==> src/hdl/sdadc_pkg.sv <==
package sdadc_pkg;

  // ==========================================================
  // register indices (byte address is four times the index)
  // ==========================================================
  localparam logic [5:0] IDX_INTERRUPT_ENABLE_0 = 6'h23;
  localparam logic [5:0] IDX_INTERRUPT_FLAG_0 = 6'h26;
  localparam logic [5:0] IDX_RL_H = 6'h2D;
  localparam logic [5:0] IDX_RL_M = 6'h2E;
  localparam logic [5:0] IDX_RL_L = 6'h2F;
  localparam logic [5:0] IDX_RR_H = 6'h30;
  localparam logic [5:0] IDX_RR_M = 6'h31;
  localparam logic [5:0] IDX_RR_L = 6'h32;
  localparam logic [5:0] IDX_PWR0 = 6'h33;
  localparam logic [5:0] IDX_PWR1 = 6'h34;
  localparam logic [5:0] IDX_CCN0 = 6'h35;
  localparam logic [5:0] IDX_CCN1 = 6'h36;
  localparam logic [5:0] IDX_CCN2 = 6'h37;

  // ==========================================================
  // field positions and reset values
  // ==========================================================
  localparam int BIT_GIE = 7;
  localparam int BIT_CONV_IE = 6;
  localparam int BIT_CONV_IF = 6;
  localparam int BIT_BANDGAP = 7;
  localparam int BIT_TEMP_EN = 6;
  localparam int BIT_SHORT = 4;
  localparam int BIT_POLARITY = 3;
  localparam int BIT_CONV_EN = 0;
  localparam int BIT_FILTER_RST = 0;
  localparam logic [7:0] REG_RESET = 8'h00;

  localparam int RESULT_W = 20;
  localparam logic [14:0] OSR_MIN = 15'h0080;

  // ==========================================================
  // timing: converter clock derived from the system clock
  // ==========================================================
  localparam int SYS_CLK_MHZ = 250;
  localparam int CONV_CLK_PERIOD_NS = 1000;
  localparam int CONV_CLK_DIV = CONV_CLK_PERIOD_NS * SYS_CLK_MHZ / 1000;

  localparam logic [1:0] RESP_OKAY = 2'h0;
  localparam logic [1:0] RESP_SLVERR = 2'h2;

  // ==========================================================
  // analog control bundle
  // ==========================================================
  typedef struct packed {
    logic bandgap_enable;
    logic temp_sensor_enable;
    logic input_short_select;
    logic sensor_polarity_reverse;
    logic converter_enable;
    logic [7:0] power_control_1;
    logic [2:0] decimation_ratio_select;
    logic reference_halving;
    logic [1:0] input_gain_select;
    logic [1:0] analog_ground_select;
    logic [2:0] negative_input_select;
    logic [2:0] positive_input_select;
    logic [1:0] reference_input_select;
    logic [2:0] dc_bias_select;
    logic [1:0] ref_resistor_select;
  } sdadc_ctrl_t;

endpackage

==> src/hdl/sdadc_regs.sv <==
`timescale 1ns/1ps
`default_nettype none

module sdadc_regs
  import sdadc_pkg::*;
#(
  parameter int CLK_DIV = CONV_CLK_DIV
) (
  input wire logic sys_clk,
  input wire logic rst,
  input wire logic [7:0] s_axi_awaddr,
  input wire logic s_axi_awvalid,
  output logic s_axi_awready,
  input wire logic [31:0] s_axi_wdata,
  input wire logic [3:0] s_axi_wstrb,
  input wire logic s_axi_wvalid,
  output logic s_axi_wready,
  output logic [1:0] s_axi_bresp,
  output logic s_axi_bvalid,
  input wire logic s_axi_bready,
  input wire logic [7:0] s_axi_araddr,
  input wire logic s_axi_arvalid,
  output logic s_axi_arready,
  output logic [31:0] s_axi_rdata,
  output logic [1:0] s_axi_rresp,
  output logic s_axi_rvalid,
  input wire logic s_axi_rready,
  input wire logic result_valid,
  input wire logic [RESULT_W-1:0] result_data,
  output sdadc_ctrl_t analog_ctrl,
  output logic converter_clock,
  output logic decimation_strobe,
  output logic filter_reset,
  output logic conversion_irq
);

  // ==========================================================
  // decode helpers
  // ==========================================================
  function automatic logic is_mapped(input logic [5:0] idx);
    case (idx)
      IDX_INTERRUPT_ENABLE_0, IDX_INTERRUPT_FLAG_0, IDX_RL_H, IDX_RL_M, IDX_RL_L,
      IDX_RR_H, IDX_RR_M, IDX_RR_L, IDX_PWR0, IDX_PWR1,
      IDX_CCN0, IDX_CCN1, IDX_CCN2: is_mapped = 1'b1;
      default: is_mapped = 1'b0;
    endcase
  endfunction

  function automatic logic [14:0] osr_len(input logic [2:0] code);
    osr_len = OSR_MIN << (3'h7 - code);
  endfunction

  // ==========================================================
  // state
  // ==========================================================
  logic [7:0] interrupt_enable_0_ff;
  logic flag_ff;
  logic [7:0] pwr0_ff;
  logic [7:0] pwr1_ff;
  logic [7:0] ccn0_ff;
  logic [7:0] ccn1_ff;
  logic [7:0] ccn2_ff;
  logic [RESULT_W-1:0] result_ff;

  logic aw_held_ff;
  logic w_held_ff;
  logic [5:0] waddr_ff;
  logic [7:0] wdata_ff;
  logic wlane_ff;
  logic awready_ff;
  logic wready_ff;
  logic bvalid_ff;
  logic [1:0] bresp_ff;
  logic arready_ff;
  logic rvalid_ff;
  logic [31:0] rdata_ff;
  logic [1:0] rresp_ff;

  logic [15:0] div_cnt_ff;
  logic conv_tick_ff;
  logic [14:0] osr_cnt_ff;
  logic strobe_ff;
  logic filt_rst_ff;
  logic irq_ff;
  sdadc_ctrl_t ctrl_ff;

  logic wr_fire;
  logic wr_ok;
  logic [5:0] rd_idx;
  logic [7:0] rd_byte;

  // ==========================================================
  // write channel: address and data taken in either order
  // ==========================================================
  assign wr_fire = aw_held_ff && w_held_ff && !bvalid_ff;
  assign wr_ok = wr_fire && is_mapped(waddr_ff) && wlane_ff;

  always_ff @(posedge sys_clk) begin
    if (rst) begin
      aw_held_ff <= 1'b0;
      awready_ff <= 1'b0;
      waddr_ff <= 6'h00;
    end else if (s_axi_awvalid && awready_ff) begin
      aw_held_ff <= 1'b1;
      awready_ff <= 1'b0;
      waddr_ff <= s_axi_awaddr[7:2];
    end else if (wr_fire) begin
      aw_held_ff <= 1'b0;
    end else begin
      awready_ff <= !aw_held_ff && !bvalid_ff;
    end
  end

  always_ff @(posedge sys_clk) begin
    if (rst) begin
      w_held_ff <= 1'b0;
      wready_ff <= 1'b0;
      wdata_ff <= 8'h00;
      wlane_ff <= 1'b0;
    end else if (s_axi_wvalid && wready_ff) begin
      w_held_ff <= 1'b1;
      wready_ff <= 1'b0;
      wdata_ff <= s_axi_wdata[7:0];
      wlane_ff <= s_axi_wstrb[0];
    end else if (wr_fire) begin
      w_held_ff <= 1'b0;
    end else begin
      wready_ff <= !w_held_ff && !bvalid_ff;
    end
  end

  // unmapped index answers slverr; a write without lane 0 is a no-op
  always_ff @(posedge sys_clk) begin
    if (rst) begin
      bvalid_ff <= 1'b0;
      bresp_ff <= RESP_OKAY;
    end else if (wr_fire) begin
      bvalid_ff <= 1'b1;
      bresp_ff <= is_mapped(waddr_ff) ? RESP_OKAY : RESP_SLVERR;
    end else if (s_axi_bready) begin
      bvalid_ff <= 1'b0;
    end
  end

  // ==========================================================
  // control registers
  // ==========================================================
  always_ff @(posedge sys_clk) begin
    if (rst) begin
      interrupt_enable_0_ff <= REG_RESET;
      pwr0_ff <= REG_RESET;
      pwr1_ff <= REG_RESET;
      ccn0_ff <= REG_RESET;
      ccn1_ff <= REG_RESET;
      ccn2_ff <= REG_RESET;
    end else if (wr_ok) begin
      case (waddr_ff)
        IDX_INTERRUPT_ENABLE_0: interrupt_enable_0_ff <= wdata_ff;
        IDX_PWR0: pwr0_ff <= wdata_ff;
        IDX_PWR1: pwr1_ff <= wdata_ff;
        IDX_CCN0: ccn0_ff <= wdata_ff;
        IDX_CCN1: ccn1_ff <= wdata_ff;
        // reset bit is an action, it never stays set
        IDX_CCN2: ccn2_ff <= {wdata_ff[7:1], 1'b0};
        default: ;
      endcase
    end
  end

  // flag: hardware set beats a software clear in the same cycle
  always_ff @(posedge sys_clk) begin
    if (rst) begin
      flag_ff <= 1'b0;
    end else if (result_valid && pwr0_ff[BIT_CONV_EN]) begin
      flag_ff <= 1'b1;
    end else if (wr_ok && waddr_ff == IDX_INTERRUPT_FLAG_0 &&
                 !wdata_ff[BIT_CONV_IF]) begin
      flag_ff <= 1'b0;
    end
  end

  // one capture feeds both views so no view mixes two conversions
  always_ff @(posedge sys_clk) begin
    if (rst) begin
      result_ff <= '0;
    end else if (result_valid && pwr0_ff[BIT_CONV_EN]) begin
      result_ff <= result_data;
    end
  end

  // ==========================================================
  // read channel
  // ==========================================================
  assign rd_idx = s_axi_araddr[7:2];

  always_comb begin
    case (rd_idx)
      IDX_INTERRUPT_ENABLE_0: rd_byte = interrupt_enable_0_ff;
      IDX_INTERRUPT_FLAG_0: rd_byte = {1'b0, flag_ff, 6'h00};
      IDX_RL_H: rd_byte = result_ff[19:12];
      IDX_RL_M: rd_byte = result_ff[11:4];
      IDX_RL_L: rd_byte = {result_ff[3:0], 4'h0};
      IDX_RR_H: rd_byte = {{4{result_ff[19]}}, result_ff[19:16]};
      IDX_RR_M: rd_byte = result_ff[15:8];
      IDX_RR_L: rd_byte = result_ff[7:0];
      IDX_PWR0: rd_byte = pwr0_ff;
      IDX_PWR1: rd_byte = pwr1_ff;
      IDX_CCN0: rd_byte = ccn0_ff;
      IDX_CCN1: rd_byte = ccn1_ff;
      IDX_CCN2: rd_byte = ccn2_ff;
      default: rd_byte = 8'h00;
    endcase
  end

  always_ff @(posedge sys_clk) begin
    if (rst) begin
      arready_ff <= 1'b0;
      rvalid_ff <= 1'b0;
      rdata_ff <= 32'h0000_0000;
      rresp_ff <= RESP_OKAY;
    end else if (s_axi_arvalid && arready_ff) begin
      arready_ff <= 1'b0;
      rvalid_ff <= 1'b1;
      rdata_ff <= {24'h00_0000, rd_byte};
      rresp_ff <= is_mapped(rd_idx) ? RESP_OKAY : RESP_SLVERR;
    end else if (rvalid_ff) begin
      rvalid_ff <= !s_axi_rready;
    end else begin
      arready_ff <= 1'b1;
    end
  end

  // ==========================================================
  // converter clock enable and oversampling period
  // ==========================================================
  always_ff @(posedge sys_clk) begin
    if (rst) begin
      div_cnt_ff <= 16'h0000;
      conv_tick_ff <= 1'b0;
    end else if (div_cnt_ff == 16'(CLK_DIV - 1)) begin
      div_cnt_ff <= 16'h0000;
      conv_tick_ff <= 1'b1;
    end else begin
      div_cnt_ff <= div_cnt_ff + 16'h0001;
      conv_tick_ff <= 1'b0;
    end
  end

  // period restarts on filter reset or while the converter is off
  always_ff @(posedge sys_clk) begin
    if (rst) begin
      osr_cnt_ff <= 15'h0000;
      strobe_ff <= 1'b0;
    end else if (filt_rst_ff || !pwr0_ff[BIT_CONV_EN]) begin
      osr_cnt_ff <= 15'h0000;
      strobe_ff <= 1'b0;
    end else if (conv_tick_ff) begin
      if (osr_cnt_ff >= osr_len(ccn0_ff[7:5]) - 15'h0001) begin
        osr_cnt_ff <= 15'h0000;
        strobe_ff <= 1'b1;
      end else begin
        osr_cnt_ff <= osr_cnt_ff + 15'h0001;
        strobe_ff <= 1'b0;
      end
    end else begin
      strobe_ff <= 1'b0;
    end
  end

  always_ff @(posedge sys_clk) begin
    if (rst) begin
      filt_rst_ff <= 1'b0;
    end else begin
      filt_rst_ff <= wr_ok && waddr_ff == IDX_CCN2 &&
                     wdata_ff[BIT_FILTER_RST];
    end
  end

  always_ff @(posedge sys_clk) begin
    if (rst) begin
      irq_ff <= 1'b0;
    end else begin
      irq_ff <= flag_ff && interrupt_enable_0_ff[BIT_CONV_IE] &&
                interrupt_enable_0_ff[BIT_GIE];
    end
  end

  // ==========================================================
  // analog control outputs
  // ==========================================================
  always_ff @(posedge sys_clk) begin
    if (rst) begin
      ctrl_ff <= '0;
    end else begin
      ctrl_ff.bandgap_enable <= pwr0_ff[BIT_BANDGAP];
      // sensor power follows only its own bit, never the converter enable
      ctrl_ff.temp_sensor_enable <= pwr0_ff[BIT_TEMP_EN];
      ctrl_ff.input_short_select <= pwr0_ff[BIT_SHORT];
      ctrl_ff.sensor_polarity_reverse <= pwr0_ff[BIT_POLARITY];
      ctrl_ff.converter_enable <= pwr0_ff[BIT_CONV_EN];
      ctrl_ff.power_control_1 <= pwr1_ff;
      ctrl_ff.decimation_ratio_select <= ccn0_ff[7:5];
      ctrl_ff.reference_halving <= ccn0_ff[4];
      ctrl_ff.input_gain_select <= ccn0_ff[3:2];
      ctrl_ff.analog_ground_select <= ccn0_ff[1:0];
      ctrl_ff.negative_input_select <= ccn1_ff[7:5];
      ctrl_ff.positive_input_select <= ccn1_ff[4:2];
      ctrl_ff.reference_input_select <= ccn1_ff[1:0];
      ctrl_ff.dc_bias_select <= ccn2_ff[7:5];
      ctrl_ff.ref_resistor_select <= ccn2_ff[4:3];
    end
  end

  assign s_axi_awready = awready_ff;
  assign s_axi_wready = wready_ff;
  assign s_axi_bvalid = bvalid_ff;
  assign s_axi_bresp = bresp_ff;
  assign s_axi_arready = arready_ff;
  assign s_axi_rvalid = rvalid_ff;
  assign s_axi_rdata = rdata_ff;
  assign s_axi_rresp = rresp_ff;
  assign analog_ctrl = ctrl_ff;
  assign converter_clock = conv_tick_ff;
  assign decimation_strobe = strobe_ff;
  assign filter_reset = filt_rst_ff;
  assign conversion_irq = irq_ff;

endmodule

`default_nettype wire

==> config.mk <==
export PLATFORM = sky130hd
export DESIGN_NAME = sdadc_regs
export DESIGN_NICKNAME = d
export VERILOG_FILES = /design/src/hdl/sdadc_pkg.sv /design/src/hdl/sdadc_regs.sv
export SDC_FILE = /design/constraint.sdc
export NUM_CORES = 1
export LEC_CHECK = 0
export ABC_AREA = 1
export BUFFER_PORTS_ARGS = -buffer_cell sky130_fd_sc_hd__buf_2
export CORE_AREA = 4 4 183 114
export CTS_CLUSTER_DIAMETER = 100
export DETAILED_ROUTE_END_ITERATION = 8
export DIE_AREA = 0 0 187 118
export GPL_ROUTABILITY_DRIVEN = 0
export GPL_TIMING_DRIVEN = 0
export PLACE_DENSITY = 0.71
export SLEW_MARGIN = 25
export SYNTH_ARGS = -nofsm -noshare
export SYNTH_HDL_FRONTEND = slang
export SYNTH_SLANG_ARGS = --single-unit
export TNS_END_PERCENT = 1
==> constraint.sdc <==
create_clock -name sys_clk -period 3.3 [get_ports sys_clk]
set_input_delay 0.33 -clock sys_clk [delete_from_list [all_inputs] [get_ports sys_clk]]
set_output_delay 0.33 -clock sys_clk [all_outputs]
set_load 0.005 [all_outputs]
==> results of run 1 <==
==> routing by layer <==
metal  global-route usage [%]  up-vias
li1                         -     3518
met1                     29.9     3232
met2                     25.7      355
met3                     7.50       41
met4                     5.31        0
met5                        0        -
==> path summary, 6_finish.rpt <==
check	depth (start not counted)	startpoint	endpoint	slack, ns
max	16	ccn0_ff[7]	osr_cnt_ff[8]	0.47
min	4	s_axi_rready	s_axi_rvalid	0.14
max reg2reg	16	ccn0_ff[7]	osr_cnt_ff[8]	0.47
min reg2reg	2	pwr0_ff[2]	pwr0_ff[2]	0.45
==> power by group <==
part / switching (mW) / internal, mW / leakage [nW]
registers: 0.0407 / 2.08 / 1.37
logic: 0.147 / 0.0856 / 2.26
clock network: 0.897 / 1.29 / 0.309
==> synth_stat cells, drive strengths merged <==
library cell	instances	share of area, %
o21ai	92	6.1
nor2	201	11
o211ai	3	0.30
o21bai	2	0.20
a21oi	72	5.0
xor2	9	1.0
nand2	198	10
nor3b	3	0.30
dfxtp	170	45
inv	111	5.6
nor3	19	1.5
nand4	15	1.2
conb	2	0.10
mux2i	1	0.13
a31oi	1	0.083
or2	3	0.25
a211oi	5	0.50
ha	12	2.0
and3	1	0.083
clkinv	3	0.17
xnor2	6	0.70
nand3	36	2.8
a21boi	1	0.10
nor4	6	0.50
buf	38	3.5
clkbuf	18	0.90
==> critical path: cells and delay by family, from the launching register on <==
family,cells,cell delay [ns]
simple gates,9,1.13
buf+inv,4,0.58
flops,1,0.48
fa+ha+maj,2,0.45
compound gates,1,0.14
==> layout by cell type (no fill, tap or decap), drive strengths merged, types with 2 or more instances in the layout <==
| cell type | synthesis | routed |
|---|---|---|
| nor2 | 201 | 201 |
| nand2 | 198 | 198 |
| dfxtp | 170 | 170 |
| buf | 38 | 138 |
| inv | 111 | 117 |
| o21ai | 92 | 92 |
| a21oi | 72 | 72 |
| nand3 | 36 | 36 |
| clkbuf | 18 | 36 |
| conb | 2 | 27 |
| nor3 | 19 | 19 |
| nand4 | 15 | 15 |
| ha | 12 | 12 |
| xor2 | 9 | 9 |
| xnor2 | 6 | 6 |
| nor4 | 6 | 6 |
| a211oi | 5 | 5 |
| clkinv | 3 | 5 |
| bufinv | 0 | 4 |
| or2 | 3 | 3 |
| o211ai | 3 | 3 |
| nor3b | 3 | 3 |
| o21bai | 2 | 2 |
| clkinvlp | 0 | 2 |
==> cells by family after synthesis <==
family                     count (synthesis)  share of synthesized area [%]
and+or+nand+nor                          482                           28.5
adders and majority gates                 12                           1.99
muxes                                      1                          0.133
xor gates and xnor gates                  15                           1.74
buffers and inverters                    170                           10.1
other                                      2                         0.0995
DFF                                      170                           45.1
AOI/OAI and AO/OA                        176                           12.3
==> state kept, by name, indices dropped and copies added, names as in the netlist, 6 cells and up, named ones only <==
signal / count
analog_ctrl: 34
interrupt_enable_0_ff: 8
pwr1_ff: 8
s_axi_rdata: 8
pwr0_ff: 8
result_ff: 20
ccn1_ff: 8
div_cnt_ff: 16
ccn0_ff: 8
waddr_ff: 6
osr_cnt_ff: 15
wdata_ff: 8
ccn2_ff: 7
==> cell type report <==
cell class | instances | area (sq um) | area share (%)
Multi-Input combinational cell | 713 | 3470 | 38.2
Sequential cell | 170 | 3400 | 37.5
Timing Repair Buffer | 100 | 500 | 5.51
Inverter | 114 | 432 | 4.75
Clock buffer | 18 | 429 | 4.72
Buffer | 56 | 334 | 3.68
Tap cell | 246 | 308 | 3.39
Clock inverter | 14 | 208 | 2.29
==> per-stage QoR <==
stage | power (mW) | hold slack, ns | cells | utilization, %
3_5_place_dp | 2.39 | 0.441 | 1399 | 44.6
4_1_cts | 4.55 | 0.131 | 1431 | 48.0
5_1_grt | 4.68 | 0.145 | 1431 | 48.0
6_report | 4.54 | 0.138 | 1431 | 48.0
3_3_place_gp | 2.38 | 0.437 | 1399 | 44.6
2_1_floorplan | 2.29 | 0.417 | 1053 | -
==> results.sh, run 1 <==
export IMPL_status="finished, final reports clean"
export IMPL_wl_per_cell_microns=15.4
export IMPL_hpwl_microns=17300
export IMPL_final_setup_skew_ns=0.0128
export IMPL_cp_data_arrival_time_ns=3.19
export IMPL_io_buffers=100
export IMPL_drt_pre_antenna_iters=5
export IMPL_antenna_left=0
export IMPL_ios=159
export IMPL_synthDistinctLibCells=41
export IMPL_routed_wl_microns=22000
export IMPL_tritoncts="built"
export IMPL_htreeDepth=4
export IMPL_first_iter_violations=710
export IMPL_top_layer="met4"
export IMPL_final_max_slew_viol_count=0
export IMPL_p_leak_nw=3.94
export IMPL_grt_overflow=0
export IMPL_yosys_warnings=0
export IMPL_ys_ff_latch=170
export IMPL_wl_met3_microns=2670
export IMPL_drcViolationCount=0
export IMPL_rsz0062_at_grt="false"
export IMPL_cts_buffers=17
export IMPL_fin_ws_ns=0.469
export IMPL_max_cap_violations=0
export IMPL_max_stage_delay_ns=0.48
export IMPL_fmax_mhz=353
export IMPL_postLayoutCellArea_sq_um=9080
export IMPL_clkSinkCount=170
export IMPL_rows=39
export IMPL_setup_viol=0
export IMPL_hold_class="in2reg"
export IMPL_worst_pin_slew_ns=0.803
export IMPL_fp_dieW_microns=187
export IMPL_ys_seq_area_share_pct=45.1
export IMPL_crit_type="reg2reg"
export IMPL_dr_total_vias=7146
export IMPL_post_cts_resized=0
export IMPL_design_die_area_sq_um=22100
export IMPL_worst_setup_path_start_kind="register"
export IMPL_max_vdd_ir_drop_mv=0.378
export IMPL_netlist_instances=1028
export IMPL_start_util_pct=39.9
export IMPL_slew_headroom_pct=46.5
export IMPL_holdBufCountCts=0
export IMPL_clk_latency_ns=0.43
export IMPL_track_usage_pct=19.7
export IMPL_synthesis_area_sq_um=7550
export IMPL_fin_crit_sh_pct=85.8
export IMPL_route_met2_wl_microns=8090
export IMPL_place_ws_ns=0.542
export IMPL_cp_data_required_time_ns=3.66
export IMPL_antenna_cells=0
export IMPL_antenna_found_initial=0
export IMPL_crit_path_max_fanout=10
export IMPL_cts_path_max_buffers=2
export IMPL_final_hold_viol_count=0
export IMPL_power_density_nw_per_um2=499
export IMPL_grt_pass1_vias=6504
export IMPL_placed_area_sq_um=8450
export IMPL_nNetsFinal=1264
export IMPL_drive_gt1_share_pct=18.6
export IMPL_slowest_stage="dfxtp_1"
export IMPL_root_buffer="clkbuf_16"
export IMPL_die_h_microns=118
export IMPL_vias_per_cell=4.99
export IMPL_fin_setup_tns_ns=0
export IMPL_coreArea_sq_um=18900
export IMPL_grt_max_degree=17
export IMPL_grt_pass1_wl_microns=34800
export IMPL_min_period_ns=2.83
export IMPL_synthToLayoutAreaGrowth_pct=20.4
export IMPL_path_cells="inv_1, nor2_1, inv_1, ha_1, inv_1, o21ai_0, nand4_1, ha_1, nand2_1, nor2_1, nor3b_1, nand3_1, nand2_1, nand2_1, buf_2, nor2_1"
export IMPL_nFillCells=1867
export IMPL_syn_avg_cell_area_sq_um=7.34
export IMPL_end_kind="register"
export IMPL_met1_length_microns=10800
export IMPL_postCtsSetupRepairBufs=0
export IMPL_cts_reportedPaths_clkPinSlew_ns=0.07
(Power assumes the default switching activity.)
==> inputs of run 2 (changes only) <==
--- a/config.mk
+++ b/config.mk
@@ -6,14 +6,14 @@
 export NUM_CORES = 1
 export LEC_CHECK = 0
 export ABC_AREA = 1
-export BUFFER_PORTS_ARGS = -buffer_cell sky130_fd_sc_hd__buf_2
 export CORE_AREA = 4 4 183 114
 export CTS_CLUSTER_DIAMETER = 100
 export DETAILED_ROUTE_END_ITERATION = 8
 export DIE_AREA = 0 0 187 118
+export DONT_BUFFER_PORTS = 1
 export GPL_ROUTABILITY_DRIVEN = 0
 export GPL_TIMING_DRIVEN = 0
-export PLACE_DENSITY = 0.71
+export PLACE_DENSITY = 0.64
 export SLEW_MARGIN = 25
 export SYNTH_ARGS = -nofsm -noshare
 export SYNTH_HDL_FRONTEND = slang
==> run 2 against run 1 <==
Net effect:
- wire length hardly changed
- worst hold slack worse by 0.089 ns
- highest routed layer is now met5
- non-clock buffer count is 100 lower
- first-iteration DRC count down 12%
- critical path type unchanged
- register-to-register slack got worse by 0.05 ns
- sequential power about the same
- critical endpoint is now osr_cnt_ff[9]
==> results.sh, run 2 (synthesized netlist as in run 1, its figures left out) <==
export IMPL_status="finished, final reports clean"
export IMPL_r2r_cells=16
export IMPL_track_usage_pct=19.7
export IMPL_postLayoutCellArea_sq_um=8500
export IMPL_grt_pass1_wl_microns=33900
export IMPL_max_vdd_ir_drop_mv=0.389
export IMPL_antenna_left=0
export IMPL_hpwl_microns=17300
export IMPL_routed_wl_microns=22000
export IMPL_max_cap_violations=0
export IMPL_clk_latency_ns=0.43
export IMPL_p_leak_nw=3.42
export IMPL_grt_overflow=0
export IMPL_dr_total_vias=6592
export IMPL_rows=39
export IMPL_setup_viol=0
export IMPL_min_period_ns=2.89
export IMPL_cts_buffers=17
export IMPL_clkSinkCount=170
export IMPL_worst_pin_slew_ns=0.766
export IMPL_fin_crit_sh_pct=87.4
export IMPL_clkPwrFrac_pct=45.2
export IMPL_placed_area_sq_um=7950
export IMPL_cp_data_arrival_time_ns=3.20
export IMPL_final_cell_mix="nand2_1, nor2_1, dfxtp_1"
export IMPL_slew_headroom_pct=48.9
export IMPL_vias_per_cell=4.95
export IMPL_final_common_cell="nand2_1"
export IMPL_root_buffer="clkbuf_16"
export IMPL_design_die_area_sq_um=22100
export IMPL_grt_max_degree=17
export IMPL_fp_dieW_microns=187
export IMPL_cts_reportedPaths_clkPinSlew_ns=0.07
export IMPL_endpoint="osr_cnt_ff[9]"
export IMPL_nNetsFinal=1164
export IMPL_r2r_setup_slack_ns=0.41
export IMPL_fin_setup_tns_ns=0
export IMPL_synthToLayoutAreaGrowth_pct=12.7
export IMPL_start_util_pct=39.9
export IMPL_reg2reg_to="osr_cnt_ff[9]"
export IMPL_first_iter_violations=622
export IMPL_p_switching_mw=1.04
export IMPL_holdBufCountCts=0
export IMPL_nFillCells=1939
export IMPL_cts_path_max_buffers=2
export IMPL_post_cts_resized=0
export IMPL_power_density_nw_per_um2=496
export IMPL_crit_type="reg2reg"
export IMPL_final_max_slew_viol_count=0
export IMPL_final_hold_viol_count=0
export IMPL_wl_per_cell_microns=16.5
export IMPL_hold_class="in2reg"
export IMPL_postCtsSetupRepairBufs=0
export IMPL_drive_gt1_share_pct=11.0
export IMPL_coreArea_sq_um=18900
export IMPL_fmax_mhz=347
export IMPL_htreeDepth=4
export IMPL_cp_data_required_time_ns=3.61
export IMPL_grt_pass1_vias=5977
export IMPL_final_setup_skew_ns=0.0114
export IMPL_ios=159
export IMPL_r2r_start="ccn0_ff[7]"
export IMPL_crit_path_max_fanout=10
export IMPL_drt_pre_antenna_iters=5
export IMPL_antenna_found_initial=2
export IMPL_end_kind="register"
export IMPL_drcViolationCount=0
export IMPL_io_buffers=0
export IMPL_cp_startpoint="ccn0_ff[7]"
export IMPL_die_h_microns=118
export IMPL_largest_reg_flops=34
export IMPL_power_internal_mw=3.18
export IMPL_rsz0062_at_grt="false"
export IMPL_final_util_pct=44.9
export IMPL_swShare_pct=24.6
export IMPL_tritoncts="built"
export IMPL_seqPwrFrac_pct=50.2
export IMPL_pwr_share_comb_pct=4.6
export IMPL_worst_setup_path_start_kind="register"
## run 2: worst max-delay path, cell delays in order, from the launching register on
cell	delay, ns
dfxtp_1	0.47
inv_1	0.18
nor2_1	0.20
inv_1	0.06
ha_1	0.20
inv_1	0.10
xor2_1	0.14
inv_1	0.06
ha_1	0.27
nand2_1	0.06
o21ai_0	0.26
nand2_1	0.08
nand3_1	0.09
nand2_1	0.12
nand2_1	0.16
buf_2	0.25
nor2_1	0.07
## run 2: worst min path at each step
stage / start / to / depth (start not counted)
after floorplan: ccn2_ff[3] / analog_ctrl[0] / 2
after global placement: pwr0_ff[1] / pwr0_ff[1] / 2
after detailed placement: pwr0_ff[1] / pwr0_ff[1] / 2
after CTS: s_axi_rready / s_axi_rvalid / 3
after global routing: s_axi_rready / s_axi_rvalid / 3
final: s_axi_rready / s_axi_rvalid / 3
## run 2: cell type report
class                   instances  area [sq um]  share of cell area [%]
flip-flops and latches        170          3400                    40.0
clock buffers                  19           433                    5.09
clock inverters                13           120                    1.41
plain buffers                  56           334                    3.93
multi-input cells             713          3470                    40.8
diodes                          1          2.50                  0.0294
well taps                     246           308                    3.62
inverters                     114           432                    5.08
## run 2: per-layer routing
metal / wire length [microns] / vias up / share of wire [%] / global-route usage [%]
met2: 7870 / 273 / 36 / 24.2
met4: 306 / 4 / 1.4 / 4.85
met5: 32 / - / 0.15 / 0
li1: - / 3318 / - / -
met3: 2490 / 29 / 11 / 6.73
met1: 11300 / 2968 / 51 / 31.5
## run 2: per-stage QoR
| stage | hold WS, ns | worst slack (ns) | cells | power, mW |
|---|---|---|---|---|
| 2_1_floorplan | 0.417 | 1.05 | 1053 | 2.29 |
| 3_3_place_gp | 0.436 | 0.587 | 1299 | 2.35 |
| 3_5_place_dp | 0.443 | 0.481 | 1299 | 2.35 |
| 4_1_cts | 0.0369 | 0.459 | 1331 | 4.24 |
| 5_1_grt | 0.0538 | 0.0831 | 1331 | 4.36 |
| 6_report | 0.0490 | 0.415 | 1332 | 4.22 |
## run 2: power groups by stage
stage                     registers, mW  logic [mW]  clock network [mW]
after CTS                          2.12       0.189                1.93
final                              2.12       0.193                1.91
after detailed placement           2.16       0.189                   0
after floorplan                    2.14       0.148                   0
after global routing               2.12       0.218                2.02
after global placement             2.16       0.186                   0
==> inputs of run 3 (changes only) <==
--- a/config.mk
+++ b/config.mk
@@ -6,10 +6,11 @@
 export NUM_CORES = 1
 export LEC_CHECK = 0
 export ABC_AREA = 1
-export CORE_AREA = 4 4 183 114
+export ABC_CLOCK_PERIOD_IN_PS = 3300
+export CORE_AREA = 2 2 181 112
 export CTS_CLUSTER_DIAMETER = 100
 export DETAILED_ROUTE_END_ITERATION = 8
-export DIE_AREA = 0 0 187 118
+export DIE_AREA = 0 0 183 114
 export DONT_BUFFER_PORTS = 1
 export GPL_ROUTABILITY_DRIVEN = 0
 export GPL_TIMING_DRIVEN = 0
==> run 3 against run 2 <==
Net effect:
- wire length shrank 3.8%
- sequential share of layout area shrank 0.11 points
- register-to-register slack gained 0.06 ns
- cell area grew 0.28%
==> results.sh, run 3 (synthesized netlist as in run 1, its figures left out) <==
export IMPL_p_total_mw=4.22
export IMPL_slew_headroom_pct=47.0
export IMPL_final_hold_viol_count=0
export IMPL_worst_pin_slew_ns=0.795
export IMPL_rows=40
export IMPL_antenna_left=0
export IMPL_cts_buffers=17
export IMPL_drive_gt1_share_pct=11.1
export IMPL_min_period_ns=2.82
export IMPL_cts_path_max_buffers=2
export IMPL_largest_reg_flops=34
export IMPL_end_kind="register"
export IMPL_final_cell_mix="nand2_1, nor2_1, dfxtp_1"
export IMPL_fmax_mhz=354
export IMPL_clkSinkCount=170
export IMPL_worst_setup_path_start_kind="register"
export IMPL_hpwl_microns=16700
export IMPL_crit_path_max_fanout=10
export IMPL_max_cap_violations=0
export IMPL_routed_wl_microns=21200
export IMPL_design_die_area_sq_um=20900
export IMPL_io_buffers=0
export IMPL_start_util_pct=38.9
export IMPL_nFillCells=2024
export IMPL_crit_type="reg2reg"
export IMPL_p_leak_nw=3.42
export IMPL_synthToLayoutAreaGrowth_pct=13.0
export IMPL_drcViolationCount=0
export IMPL_tritoncts="built"
export IMPL_r2r_cells=16
export IMPL_rsz0062_at_grt="false"
export IMPL_grt_max_degree=17
export IMPL_drt_pre_antenna_iters=7
export IMPL_postCtsSetupRepairBufs=0
export IMPL_holdBufCountCts=0
export IMPL_die_h_microns=114
export IMPL_antenna_found_initial=2
export IMPL_final_max_slew_viol_count=0
export IMPL_cp_data_required_time_ns=3.61
export IMPL_hold_class="in2reg"
export IMPL_coreArea_sq_um=19400
export IMPL_htreeDepth=4
export IMPL_grt_pass1_vias=5888
export IMPL_cts_reportedPaths_clkPinSlew_ns=0.07
export IMPL_hold_ws_ns=0.0678
export IMPL_grt_overflow=0
export IMPL_post_cts_resized=0
export IMPL_clk_latency_ns=0.43
export IMPL_wl_per_cell_microns=15.8
export IMPL_power_density_nw_per_um2=495
export IMPL_setup_viol=0
export IMPL_cp_data_arrival_time_ns=3.14
export IMPL_root_buffer="clkbuf_16"
export IMPL_final_common_cell="nand2_1"
export IMPL_first_iter_violations=612
export IMPL_fp_dieW_microns=183
export IMPL_grt_pass1_wl_microns=32600
export IMPL_nNetsFinal=1164
export IMPL_fin_setup_tns_ns=0
export IMPL_fin_crit_sh_pct=85.5
export IMPL_ios=159
export IMPL_final_setup_skew_ns=0.00936
export IMPL_status="finished, final reports clean"
export IMPL_track_usage_pct=20.7
export IMPL_holdPathStages=3
export IMPL_vias_per_cell=4.92
export IMPL_dr_total_vias=6593
export IMPL_max_vdd_ir_drop_mv=0.379
-- run 3: cell types whose count changed in the layout (fill, tap and decap cells not counted) --
cell	previous run	this run
clkbuf_1	20	19
bufinv_16	1	0
clkinv_2	4	1
clkinvlp_4	3	4
clkbuf_8	0	4
diode_2	1	2
-- run 3: critical path, stage by stage (launching register included) --
cell     delay, ns
dfxtp_1       0.48
inv_1         0.18
nor2_1        0.17
inv_1         0.06
ha_1          0.21
inv_1         0.11
xor2_1        0.16
inv_1         0.06
ha_1          0.26
nand2_1       0.05
o21ai_0       0.22
nand2_1       0.08
nand3_1       0.10
nand2_1       0.10
nand2_1       0.15
buf_2         0.24
nor2_1        0.06
-- run 3: report_power, final --
part           leakage (nW)  internal, mW  switching, mW
combinational          1.78        0.0631          0.128
clock                 0.266          1.05          0.857
sequential             1.37          2.08         0.0432
-- run 3: worst paths after layout --
kind	from	endpoint	slack (ns)
hold / removal	s_axi_rready	s_axi_rvalid	0.07
setup reg to reg	ccn0_ff[7]	osr_cnt_ff[10]	0.48
setup / recovery	ccn0_ff[7]	osr_cnt_ff[10]	0.48
hold reg to reg	pwr0_ff[1]	pwr0_ff[1]	0.45
-- run 3: layout make-up --
| class | instances | area [sq um] | share of cell area, % |
|---|---|---|---|
| Multi-Input combinational cell | 713 | 3470 | 40.7 |
| Antenna cell | 2 | 5.00 | 0.0587 |
| Clock inverter | 10 | 82.6 | 0.968 |
| Buffer | 56 | 334 | 3.92 |
| Tap cell | 252 | 315 | 3.70 |
| Sequential cell | 170 | 3400 | 39.9 |
| Inverter | 114 | 432 | 5.06 |
| Clock buffer | 22 | 484 | 5.68 |
-- run 3: routing by layer --
layer	part of all wire, %	GRT usage (%)	vias up
met5	0.13	0	-
met4	0.72	4.48	4
met3	13	8.68	16
met2	36	25.7	265
met1	50	32.0	2979
li1	-	-	3329
-- run 3: stage by stage --
step | cell area, sq um | worst slack, ns | util (%) | instances
after floorplan | 7640 | 1.05 | - | 1053
after global placement | 7960 | 0.562 | 41.0 | 1305
after detailed placement | 7960 | 0.553 | 41.0 | 1305
after CTS | 8520 | 0.510 | 43.9 | 1337
after global routing | 8520 | 0.184 | 43.9 | 1337
final | 8530 | 0.477 | 43.9 | 1339
